**config.mk**
```make
export PLATFORM = sky130hd
export DESIGN_NAME = sector_protocol
export DESIGN_NICKNAME = d
export VERILOG_FILES = /design/src/pw_mem_pkg.sv /design/src/mem_port_if.sv /design/src/byte_fifo.sv /design/src/sector_store.sv /design/src/sector_protocol.sv
export VERILOG_INCLUDE_DIRS = /design/src
export SDC_FILE = /design/constraint.sdc
export NUM_CORES = 2
export LEC_CHECK = 0
export ABC_AREA = 0
export BUFFER_PORTS_ARGS = -buffer_cell sky130_fd_sc_hd__buf_4
export CAP_MARGIN = 20
export CORE_MARGIN = 1
export CORE_UTILIZATION = 60
export CTS_BUF_LIST = sky130_fd_sc_hd__clkbuf_16
export CTS_CLUSTER_DIAMETER = 120
export CTS_CLUSTER_SIZE = 20
export DETAILED_ROUTE_END_ITERATION = 8
export PLACE_DENSITY = 0.8
export RECOVER_POWER = 25
export SLEW_MARGIN = 5
export SYNTH_ARGS = -nofsm -noshare
export SYNTH_HDL_FRONTEND = slang
export SYNTH_SLANG_ARGS = --single-unit
```
**constraint.sdc**
```tcl
create_clock -name ref_clk_i -period 3.88 [get_ports ref_clk_i]
set_input_delay 0.388 -clock ref_clk_i [delete_from_list [all_inputs] [get_ports ref_clk_i]]
set_output_delay 0.388 -clock ref_clk_i [all_outputs]
set_load 0.03 [all_outputs]
```
**src/pw_mem_map.svh**
```systemverilog
`ifndef PW_MEM_MAP_SVH
`define PW_MEM_MAP_SVH
// reference clock and nonvolatile cycle timing
`define REF_CLK_NS 8
`define NV_WRITE_NS 5000000
`define NV_WRITE_CYC (`NV_WRITE_NS / `REF_CLK_NS)
// array organisation
`define SECTOR_COUNT 4'he
`define STORE_BYTES 128
`define LAST_DATA 7'h6f
`define WPW_BASE 7'h70
`define RPW_BASE 7'h78
// command codes
`define CMD_POLL 8'h55
`define CMD_CHG_WPW 8'hfc
`define CMD_CHG_RPW 8'hfe
`define CMD_SECT_TOP 3'h4
// reset answer, value arbitrary
`define ANSWER_DEF 32'h5a3c_0081
// write staging buffer
`define FIFO_DEPTH 32
`endif

```
**src/pw_mem_pkg.sv**
```systemverilog
`default_nettype none
package pw_mem_pkg;
  // protocol phases
  typedef enum logic [2:0] {ST_IDLE, ST_CMD, ST_PWD, ST_WDATA, ST_RDATA, ST_WAIT, ST_RANS}
    proto_st_t;
  // pending operation of the session
  typedef enum logic [1:0] {OP_WRITE, OP_READ, OP_CHG_W, OP_CHG_R} op_t;
endpackage : pw_mem_pkg
`default_nettype wire

```
**src/mem_port_if.sv**
```systemverilog
`timescale 1ns/1ps
`default_nettype none
interface mem_port_if;
  logic wen;
  logic [6:0] waddr;
  logic [7:0] wdata;
  logic [6:0] raddr;
  logic [7:0] rdata;
  modport ctl (output wen, waddr, wdata, raddr, input rdata);
  modport store (input wen, waddr, wdata, raddr, output rdata);
endinterface : mem_port_if
`default_nettype wire

```
**src/byte_fifo.sv**
```systemverilog
`timescale 1ns/1ps
`default_nettype none
`include "pw_mem_map.svh"
module byte_fifo #(
  parameter int WIDTH = 8,
  parameter int DEPTH = `FIFO_DEPTH
)
(
  input wire logic ref_clk_i,
  input wire logic rst_i,
  input wire logic flush_i,
  input wire logic in_valid_i,
  output logic in_ready_o,
  input wire logic [WIDTH-1:0] in_data_i,
  output logic out_valid_o,
  input wire logic out_ready_i,
  output logic [WIDTH-1:0] out_data_o
);
  localparam int AW = $clog2(DEPTH);
  logic [WIDTH-1:0] mem_ff [DEPTH];
  logic [AW:0] wr_ff, rd_ff;
  logic full, empty;
  // extra pointer bit tells full from empty
  assign empty = (wr_ff == rd_ff);
  assign full = (wr_ff[AW] != rd_ff[AW]) && (wr_ff[AW-1:0] == rd_ff[AW-1:0]);
  assign in_ready_o = !full;
  assign out_valid_o = !empty;
  assign out_data_o = mem_ff[rd_ff[AW-1:0]];
  // pointers
  always_ff @(posedge ref_clk_i)
  begin
    if (rst_i || flush_i)
    begin
      wr_ff <= '0;
      rd_ff <= '0;
    end
    else
    begin
      if (in_valid_i && !full)
        wr_ff <= wr_ff + (AW+1)'(1);
      if (out_ready_i && !empty)
        rd_ff <= rd_ff + (AW+1)'(1);
    end
  end
  // storage
  always_ff @(posedge ref_clk_i)
  begin
    if (in_valid_i && !full)
      mem_ff[wr_ff[AW-1:0]] <= in_data_i;
  end
endmodule : byte_fifo
`default_nettype wire

```
**src/sector_store.sv**
```systemverilog
`timescale 1ns/1ps
`default_nettype none
`include "pw_mem_map.svh"
module sector_store #(
  parameter int BYTES = `STORE_BYTES
)
(
  input wire logic ref_clk_i,
  input wire logic rst_i,
  mem_port_if.store mp
);
  logic [7:0] cell_ff [BYTES];
  logic [7:0] rdata_ff;
  assign mp.rdata = rdata_ff;
  // array and both passwords, all zero after reset
  always_ff @(posedge ref_clk_i)
  begin
    if (rst_i)
    begin
      for (int i = 0; i < BYTES; i++)
        cell_ff[i] <= 8'h00;
    end
    else if (mp.wen)
      cell_ff[mp.waddr] <= mp.wdata;
  end
  // registered read port
  always_ff @(posedge ref_clk_i)
  begin
    if (rst_i)
      rdata_ff <= 8'h00;
    else
      rdata_ff <= cell_ff[mp.raddr];
  end
endmodule : sector_store
`default_nettype wire

```
**src/sector_protocol.sv**
```systemverilog
`timescale 1ns/1ps
`default_nettype none
`include "pw_mem_map.svh"
// Functional notes
// RULE1: host sends write command with sector, then password, then data
// RULE2: write lands at sector start; exactly eight data bytes required
// RULE3: stop after last acked data byte launches the nonvolatile cycle
// RULE4: any byte count other than eight leaves the sector untouched
// RULE5: commands get no-ack while the cycle runs, ack afterwards
// RULE6: each password entry is always followed by a nonvolatile cycle
// RULE7: host continues after password by polling with code 55h
// RULE8: host may wait 10 ms and poll once, or poll in a loop
// RULE9: matching password acks the poll once the cycle is over
// RULE10: wrong password never acks the poll
// RULE11: read uses read code with sector; data only after password ack
// RULE12: host acks every read byte to keep the read going
// RULE13: reads start at sector first byte; no random addressing
// RULE14: reading runs on through sectors and wraps after the last one
// RULE15: host ends a read with no ack then a stop
// RULE16: password change is a sector write authorised by write password
// RULE17: polling after a password change acks once it is stored
// RULE18: no path reads either password back
// RULE19: reset pulse with select low starts a 32-bit answer stream
// RULE20: reset pulse during a nonvolatile cycle gives no answer
// RULE21: reset mid-transaction halts, data floats; select high aborts answer
// RULE22: clocks past 32 bits repeat the answer from byte 0
// RULE23: fourteen sectors of eight bytes, accesses sector aligned
// RULE24: codes fch and feh change write and read passwords
// RULE25: unknown command byte gets no-ack and device goes to standby
// RULE26: standby after each transaction and after failed access
// RULE27: sector index beyond the last sector is treated as illegal
module sector_protocol
  import pw_mem_pkg::*;
#(
  parameter int NV_CYC = `NV_WRITE_CYC,
  parameter logic [31:0] ANSWER = `ANSWER_DEF
)
(
  input wire logic ref_clk_i,
  input wire logic rst_i,
  input wire logic scl_i,
  input wire logic sda_i,
  input wire logic cs_n_i,
  input wire logic reset_pin_i,
  output logic sda_o,
  output logic sda_oe_o,
  output logic nv_busy_o
);
  localparam int NVW = $clog2(NV_CYC + 1);

  mem_port_if mp ();
  logic [3:0] meta_ff, sync_ff, prev_ff;
  logic scl_rise, scl_fall, scl_hi, sda_lvl, cs_hi, rpin_lvl, rpin_rise;
  logic start_ev, stop_ev, ack_go, ack_end, rx_state;
  logic is_poll, is_chg, is_sect, cmd_ack, pw_last, commit_go, rst_hit;
  proto_st_t st_ff, nxt_st;
  op_t op_ff;
  logic [3:0] bit_cnt_ff, sect_ff, wr_cnt_ff;
  logic [7:0] rx_ff, tx_ff;
  logic oe_ff, host_ack_ff;
  logic [2:0] pw_idx_ff, cm_cnt_ff;
  logic pw_match_ff, pw_pend_ff, pw_ok_ff, wr_ovf_ff, commit_ff;
  logic [6:0] rd_ptr_ff, cm_base_ff;
  logic [NVW-1:0] nv_cnt_ff;
  logic [4:0] ans_idx_ff;
  logic fifo_flush, fifo_in_ready, fifo_out_valid;
  logic [7:0] fifo_out_data;

  sector_store u_store (
    .ref_clk_i(ref_clk_i),
    .rst_i(rst_i),
    .mp(mp)
  );

  // stages up to 32 received bytes; a stop after exactly eight commits them
  byte_fifo #(.WIDTH(8), .DEPTH(`FIFO_DEPTH)) u_fifo (
    .ref_clk_i(ref_clk_i),
    .rst_i(rst_i),
    .flush_i(fifo_flush),
    .in_valid_i(ack_go && st_ff == ST_WDATA),
    .in_ready_o(fifo_in_ready),
    .in_data_i(rx_ff),
    .out_valid_o(fifo_out_valid),
    .out_ready_i(commit_ff),
    .out_data_o(fifo_out_data)
  );

  // two-stage synchronisers, then one history stage for edges
  always_ff @(posedge ref_clk_i)
  begin
    if (rst_i)
    begin
      meta_ff <= 4'h7;
      sync_ff <= 4'h7;
      prev_ff <= 4'h7;
    end
    else
    begin
      meta_ff <= {reset_pin_i, cs_n_i, sda_i, scl_i};
      sync_ff <= meta_ff;
      prev_ff <= sync_ff;
    end
  end

  // pin events
  assign scl_hi = sync_ff[0];
  assign sda_lvl = sync_ff[1];
  assign cs_hi = sync_ff[2];
  assign rpin_lvl = sync_ff[3];
  assign scl_rise = sync_ff[0] && !prev_ff[0];
  assign scl_fall = !sync_ff[0] && prev_ff[0];
  assign rpin_rise = sync_ff[3] && !prev_ff[3];
  assign start_ev = scl_hi && prev_ff[0] && prev_ff[1] && !sda_lvl && !cs_hi && !oe_ff;
  assign stop_ev = scl_hi && prev_ff[0] && !prev_ff[1] && sda_lvl && !cs_hi && !oe_ff;

  // byte framing points: ack clock begins, ack clock ends
  assign ack_go = scl_fall && bit_cnt_ff == 4'd8;
  assign ack_end = scl_fall && bit_cnt_ff == 4'd9;
  assign rx_state = (st_ff == ST_CMD) || (st_ff == ST_PWD) || (st_ff == ST_WDATA)
                 || (st_ff == ST_RDATA);

  // command decode
  assign is_poll = (rx_ff == `CMD_POLL);
  assign is_chg = (rx_ff == `CMD_CHG_WPW) || (rx_ff == `CMD_CHG_RPW); // RULE24
  assign is_sect = (rx_ff[7:5] == `CMD_SECT_TOP) && (rx_ff[4:1] < `SECTOR_COUNT); // RULE27
  // busy nacks everything; a pending password acks only if it matched
  assign cmd_ack = !nv_busy_o
                && (is_poll ? (!pw_pend_ff || pw_ok_ff) : (is_sect || is_chg)); // RULE5 RULE9

  assign pw_last = (st_ff == ST_PWD) && ack_end && pw_idx_ff == 3'd7;
  assign commit_go = stop_ev && st_ff == ST_WDATA && wr_cnt_ff == 4'd8 && !wr_ovf_ff; // RULE3
  assign rst_hit = rpin_rise && !cs_hi && !nv_busy_o; // RULE20
  assign nv_busy_o = (nv_cnt_ff != '0);
  assign fifo_flush = !commit_ff
                   && (start_ev || cs_hi || rst_hit || (stop_ev && !commit_go)); // RULE4

  // next protocol phase
  always_comb
  begin
    nxt_st = st_ff;
    if (cs_hi)
      nxt_st = ST_IDLE; // RULE21
    else if (rst_hit)
      nxt_st = (st_ff == ST_IDLE) ? ST_RANS : ST_WAIT; // RULE19 RULE21
    else if (st_ff != ST_RANS && start_ev)
      nxt_st = ST_CMD;
    else if (st_ff != ST_RANS && stop_ev)
      nxt_st = ST_IDLE; // RULE26
    else if (ack_end)
    begin
      unique case (st_ff)
        ST_CMD:
          if (!oe_ff)
            nxt_st = ST_WAIT; // RULE25
          else if (!is_poll)
            nxt_st = ST_PWD; // RULE1
          else if (!pw_pend_ff)
            nxt_st = ST_WAIT;
          else
            nxt_st = (op_ff == OP_READ) ? ST_RDATA : ST_WDATA; // RULE11 RULE7
        ST_PWD:
          if (pw_idx_ff == 3'd7)
            nxt_st = ST_WAIT;
        ST_RDATA:
          if (!host_ack_ff)
            nxt_st = ST_WAIT; // RULE15
        ST_IDLE, ST_WDATA, ST_WAIT, ST_RANS:
          nxt_st = st_ff;
      endcase
    end
  end

  // phase register
  always_ff @(posedge ref_clk_i)
  begin
    if (rst_i)
      st_ff <= ST_IDLE;
    else
      st_ff <= nxt_st;
  end

  // bit counting and receive shifting on clock rises
  always_ff @(posedge ref_clk_i)
  begin
    if (rst_i)
    begin
      bit_cnt_ff <= 4'h0;
      rx_ff <= 8'h00;
      host_ack_ff <= 1'b0;
    end
    else
    begin
      if (start_ev || ack_end || !rx_state)
        bit_cnt_ff <= 4'h0;
      else if (scl_rise)
        bit_cnt_ff <= bit_cnt_ff + 4'h1;
      if (rx_state && scl_rise && bit_cnt_ff < 4'd8)
        rx_ff <= {rx_ff[6:0], sda_lvl};
      if (st_ff == ST_RDATA && scl_rise && bit_cnt_ff == 4'd8)
        host_ack_ff <= !sda_lvl; // RULE12
    end
  end

  // open-drain data drive: acks, read bits and the reset answer
  always_ff @(posedge ref_clk_i)
  begin
    if (rst_i)
    begin
      oe_ff <= 1'b0;
      tx_ff <= 8'h00;
    end
    else if (cs_hi || rst_hit || start_ev || stop_ev)
      oe_ff <= 1'b0; // RULE21
    else if (st_ff == ST_RANS)
      oe_ff <= !rpin_lvl && !ANSWER[ans_idx_ff]; // RULE19
    else if (ack_go)
    begin
      unique case (st_ff)
        ST_CMD: oe_ff <= cmd_ack;
        ST_PWD: oe_ff <= 1'b1;
        ST_WDATA: oe_ff <= fifo_in_ready;
        ST_RDATA: oe_ff <= 1'b0;
        ST_IDLE, ST_WAIT, ST_RANS: oe_ff <= 1'b0;
      endcase
    end
    else if (ack_end && nxt_st == ST_RDATA)
    begin
      tx_ff <= mp.rdata;
      oe_ff <= !mp.rdata[7];
    end
    else if (ack_end)
      oe_ff <= 1'b0;
    else if (st_ff == ST_RDATA && scl_fall && bit_cnt_ff != 4'd0)
    begin
      tx_ff <= {tx_ff[6:0], 1'b0};
      oe_ff <= !tx_ff[6];
    end
  end

  assign sda_o = 1'b0;
  assign sda_oe_o = oe_ff;

  // session: operation, sector, password check and read pointer
  always_ff @(posedge ref_clk_i)
  begin
    if (rst_i || stop_ev || cs_hi)
    begin
      op_ff <= OP_WRITE;
      sect_ff <= 4'h0;
      pw_idx_ff <= 3'h0;
      pw_match_ff <= 1'b0;
      pw_pend_ff <= 1'b0;
      pw_ok_ff <= 1'b0;
      rd_ptr_ff <= 7'h00;
    end
    else
    begin
      if (ack_go && st_ff == ST_CMD && cmd_ack && !is_poll)
      begin
        op_ff <= is_sect ? (rx_ff[0] ? OP_READ : OP_WRITE)
               : (rx_ff == `CMD_CHG_WPW ? OP_CHG_W : OP_CHG_R);
        sect_ff <= rx_ff[4:1];
        rd_ptr_ff <= {rx_ff[4:1], 3'h0}; // RULE13 RULE23
        pw_idx_ff <= 3'h0;
        pw_match_ff <= 1'b1;
        pw_pend_ff <= 1'b0;
        pw_ok_ff <= 1'b0;
      end
      if (ack_go && st_ff == ST_PWD)
        pw_match_ff <= pw_match_ff && (rx_ff == mp.rdata);
      if (ack_end && st_ff == ST_PWD)
        pw_idx_ff <= pw_idx_ff + 3'h1;
      if (pw_last)
      begin
        pw_pend_ff <= 1'b1;
        pw_ok_ff <= pw_match_ff; // RULE10
      end
      // pointer stays inside the data area
      if (st_ff == ST_RDATA && scl_rise && bit_cnt_ff == 4'd8 && !sda_lvl)
        rd_ptr_ff <= (rd_ptr_ff == `LAST_DATA) ? 7'h00 : rd_ptr_ff + 7'h01; // RULE14 RULE18
    end
  end

  // read port: stored password while it is checked, data otherwise
  assign mp.raddr = (st_ff == ST_PWD)
                  ? ((op_ff == OP_READ ? `RPW_BASE : `WPW_BASE) | {4'h0, pw_idx_ff}) // RULE16
                  : rd_ptr_ff;

  // incoming data byte count
  always_ff @(posedge ref_clk_i)
  begin
    if (rst_i || (ack_end && st_ff == ST_CMD))
    begin
      wr_cnt_ff <= 4'h0;
      wr_ovf_ff <= 1'b0;
    end
    else if (ack_go && st_ff == ST_WDATA)
    begin
      if (wr_cnt_ff != 4'hf)
        wr_cnt_ff <= wr_cnt_ff + 4'h1;
      if (!fifo_in_ready)
        wr_ovf_ff <= 1'b1;
    end
  end

  // commit of staged bytes from the sector's first location
  always_ff @(posedge ref_clk_i)
  begin
    if (rst_i)
    begin
      commit_ff <= 1'b0;
      cm_cnt_ff <= 3'h0;
      cm_base_ff <= 7'h00;
    end
    else if (commit_go)
    begin
      commit_ff <= 1'b1;
      cm_cnt_ff <= 3'h0;
      unique case (op_ff)
        OP_CHG_W: cm_base_ff <= `WPW_BASE;
        OP_CHG_R: cm_base_ff <= `RPW_BASE;
        OP_WRITE, OP_READ: cm_base_ff <= {sect_ff, 3'h0}; // RULE2
      endcase
    end
    else if (commit_ff && fifo_out_valid)
    begin
      cm_cnt_ff <= cm_cnt_ff + 3'h1;
      if (cm_cnt_ff == 3'd7)
        commit_ff <= 1'b0;
    end
  end

  assign mp.wen = commit_ff && fifo_out_valid;
  assign mp.waddr = {cm_base_ff[6:3], cm_cnt_ff};
  assign mp.wdata = fifo_out_data;

  // nonvolatile cycle timer
  always_ff @(posedge ref_clk_i)
  begin
    if (rst_i)
      nv_cnt_ff <= '0;
    else if (commit_go || pw_last)
      nv_cnt_ff <= NVW'(NV_CYC); // RULE6 RULE3
    else if (nv_busy_o)
      nv_cnt_ff <= nv_cnt_ff - NVW'(1); // RULE17
  end

  // reset answer bit index, advanced by each clock fall while the reset pin is low
  always_ff @(posedge ref_clk_i)
  begin
    if (rst_i || st_ff != ST_RANS)
      ans_idx_ff <= 5'h00;
    else if (scl_fall && !rpin_lvl)
      ans_idx_ff <= ans_idx_ff + 5'h01; // RULE22
  end
endmodule : sector_protocol
`default_nettype wire

```
==> summary.md <==
| Metric | Value |
|---|---|
| Post-route ant nets | 0 |
| Nets | 5296 |
| Total GRT Usage | 0.311 |
| Adder-Cell Fraction of Synth Area | 0.00383 |
| First-pass detailed-route iteration total | 8 |
| Post-Syn Instances | 5408 |
| Initial core utilization | 0.607 |
| Critical Path AT | 4.38 ns |
| DRC viols | 0 |
| CTS Buf Count | 79 |
| Period utilization | 0.993 |
| Fin. Hold Viols | 0 |
| EDFF count, synth | 1280 |
| First-pass GRT wire length | 241 mm |
| WL per Instance | 24.1 um |
| Crit start category | flop |
| Pwr Density | 413 mW/mm^2 |
| Pins over their slew limit | 282 |
| Most frequent cells in the layout | edfxtp_1, nand2_1, nor2_1 |
| Reg-to-reg setup timing slack | 0.03 ns |
| Main combinational cell family by area after synthesis | simple AND/OR/NAND/NOR gates |
| CTS tree | built |
| Synth Area in Compound Gates | 0.0549 |
| Final wirelength | 160 mm |
| Yosys cell types | 73 |
| DR iter-0 viols | 6710 |
| Synthesized area | 0.0608 mm^2 |
| Multiplexer share of the synthesized area | 0.0388 |
| Commonest non-fill, non-tap cell in the layout | edfxtp_1 |
| Async set-reset flop share out of synthesis | 0 |
| Area grow syn2layout | 6.82% |
| Status | finished, violations left |
| Number of global-route vias before repair | 40100 |
| Slew margin rel. | -0.727 |
| Peak supply drop | 0.368 mV |
| Register-to-Register Path Depth | 9 |
| Post-layout utilization of the core | 0.648 |
| Setup violators final | 0 |
| I/O pin cnt | 9 |
| MaxCap Viol Count | 7 |
| CP Capture Point | u_store.mp.rdata[1]$_SDFF_PP0_ |
| DPL Wire Length | 102 mm |
| R2R Path End | u_store.mp.rdata[1]$_SDFF_PP0_ |
| Postcts setup bufs | 0 |
| Min Tclk post-route | 3.85 ns |
| Count of input and output buffers | 7 |
| Initial antenna violation count | 1 |
| Syn Area/Cell | 11.2 um^2 |
| # rows | 116 |
| Synthesized flop and latch total | 1398 |
| Crit-path max FO | 39 |
| Share of layout cells above drive strength 1 | 0.0674 |
| Vias | 42600 |
| Seq/Total Area, Yosys | 0.672 |
| Post-Synth XOR/XNOR Area | 0.00721 |
| Hold crit path type | primary input to flop |
| Die W | 320 um |
| CP required | 4.40 ns |
| Failing checks | max-capacitance violations, max-slew violations |
| Sink Count | 1398 |
| Total gr overflow | 0 |
| FF-to-FF Start | st_ff[1]$_SDFF_PP0_ |
| Post-Synth Simple-Gate Area | 0.194 |
| RD Place Congestion | 0.974 |
| Final Skew | 0.0361 ns |
| Crit. Startpoint | st_ff[1]$_SDFF_PP0_ |
| CTS clk-pin slew, worst paths | 0.09 ns |
| Number of synthesis warnings | 0 |
| Worst skew pair latency | 0.69 ns |
| Die area | 0.103 mm^2 |
| Measured slew at the worst slew-check pin | 2.59 ns |
| Final setup margin | 0.0283 ns |
| Hold WS | 0.0692 ns |
| Die height | 320 um |
| Mapped Nets | 5432 |
| Largest net degree at the start of global routing | 139 |
| Core outline area | 0.100 mm^2 |
| Root Buffer | clkbuf_16 |
| Clock buffer depth | 3 |
| Maximum clock rate | 260 MHz |
| Synth Flop Type | edfxtp_1 |
| Post-Route Setup TNS | 0 ns |
| H-Tree Depth | 3 |
| Vias per inst | 6.43 |
| CP endpoint kind | flop |
| RSZ-0062 raised after global routing | no |
| Critical path class | flop to flop |
| Static Leak | 22.1 nW |
| Post-placement worst setup slack | 0.0762 ns |
[cell type report]
class | count | area [um^2]
Clock buffer | 80 | 2000
Sequential cell | 1398 | 40800
Tap cell | 1298 | 1620
Antenna cell | 3 | 7.51
Fill cell | 7332 | 35300
Inverter | 25 | 98.8
Timing Repair Buffer | 165 | 1770
Multi-Input combinational cell | 3603 | 18400
Clock inverter | 53 | 226
[cells in the mapped netlist, types with 17 or more instances]
cell | n | share of area
nand3_1 | 296 | 0.024
ha_1 | 17 | 0.0035
nand4_1 | 42 | 0.0043
o211ai_1 | 35 | 0.0043
nor4_1 | 17 | 0.0018
dfxtp_1 | 118 | 0.039
nor2_1 | 1140 | 0.070
buf_2 | 178 | 0.015
buf_1 | 18 | 0.0011
xor2_1 | 28 | 0.0040
nor3_1 | 68 | 0.0056
a31oi_1 | 70 | 0.0072
mux2i_1 | 53 | 0.0087
a221oi_1 | 30 | 0.0043
nand2_1 | 1152 | 0.071
a22oi_1 | 34 | 0.0042
mux4_2 | 80 | 0.030
inv_1 | 24 | 0.0015
clkbuf_1 | 177 | 0.011
edfxtp_1 | 1280 | 0.63
xnor2_1 | 22 | 0.0032
a21oi_1 | 320 | 0.026
[worst max-delay path: stages (launching register included)]
cell      delay, ns
dfxtp_1        0.34
or3b_1         0.70
mux2_8         0.60
nor3_4         0.22
buf_4          0.37
nand3_1        0.19
nand4_1        0.13
nor3_1         0.13
nor4_1         0.71
o221ai_1       0.24
[kinds of logic after synthesis]
family / after synthesis
fa+ha+maj: 18
other cells: 1
compound gates: 556
flops: 1398
mux: 135
xor+xnor: 50
simple gates: 2843
buf+inv: 407
[power by group]
| part | total [mW] | switching, mW | internal (mW) |
|---|---|---|---|
| clock network | 8.51 | 4.75 | 3.76 |
| registers | 17.2 | 0.263 | 17.0 |
| logic | 1.05 | 0.704 | 0.345 |
[stage by stage]
step                total power [mW]  instances  cell area, um^2
global route                    27.4       6622            64900
floorplan                       18.3       5408            60800
global placement                18.6       6486            62700
detailed placement              18.6       6486            62700
finish                          26.8       6625            64900
CTS                             26.8       6622            65000
[sequential cells by signal, indices dropped and copies added (netlist names), 2 cells and up, named ones only]
register,count
u_fifo.rd_ff,6
wr_cnt_ff,4
rd_ptr_ff,7
u_store.cell_ff,1024
meta_ff,4
nv_cnt_ff,20
u_fifo.wr_ff,6
rx_ff,8
sync_ff,4
pw_idx_ff,3
cm_cnt_ff,3
ans_idx_ff,5
tx_ff,7
u_store.mp.rdata,8
prev_ff,3
u_fifo.mem_ff,256
bit_cnt_ff,4
sect_ff,4
op_ff,2
st_ff,3
cm_base_ff,4
[how the worst min path moves through the flow]
stage	from	depth (start not counted)	end
after floorplan	meta_ff[0]$_SDFF_PP1_	1	sync_ff[0]$_SDFF_PP1_
after global routing	reset_pin_i	2	meta_ff[3]$_SDFF_PP0_
final	reset_pin_i	2	meta_ff[3]$_SDFF_PP0_
after global placement	meta_ff[0]$_SDFF_PP1_	1	sync_ff[0]$_SDFF_PP1_
after CTS	reset_pin_i	2	meta_ff[3]$_SDFF_PP0_
after detailed placement	meta_ff[0]$_SDFF_PP1_	1	sync_ff[0]$_SDFF_PP1_
[repair_timing]
action | 4_1_cts | 5_1_grt
setup endpoints to repair | 0 | 2
gates resized for setup | 0 | 2
hold buffers | 3 | 0
endpoints found under the hold margin | 3 | 0
[layer usage]
layer,vias up,part of all wire,global-route usage
li1,18700,-,-
met1,20500,0.36,0.425
met2,2903,0.47,0.489
met3,458,0.12,0.0580
met4,2,0.045,0.138
met5,-,0.000069,0
Note: power is estimated with default switching activity, not from simulation.
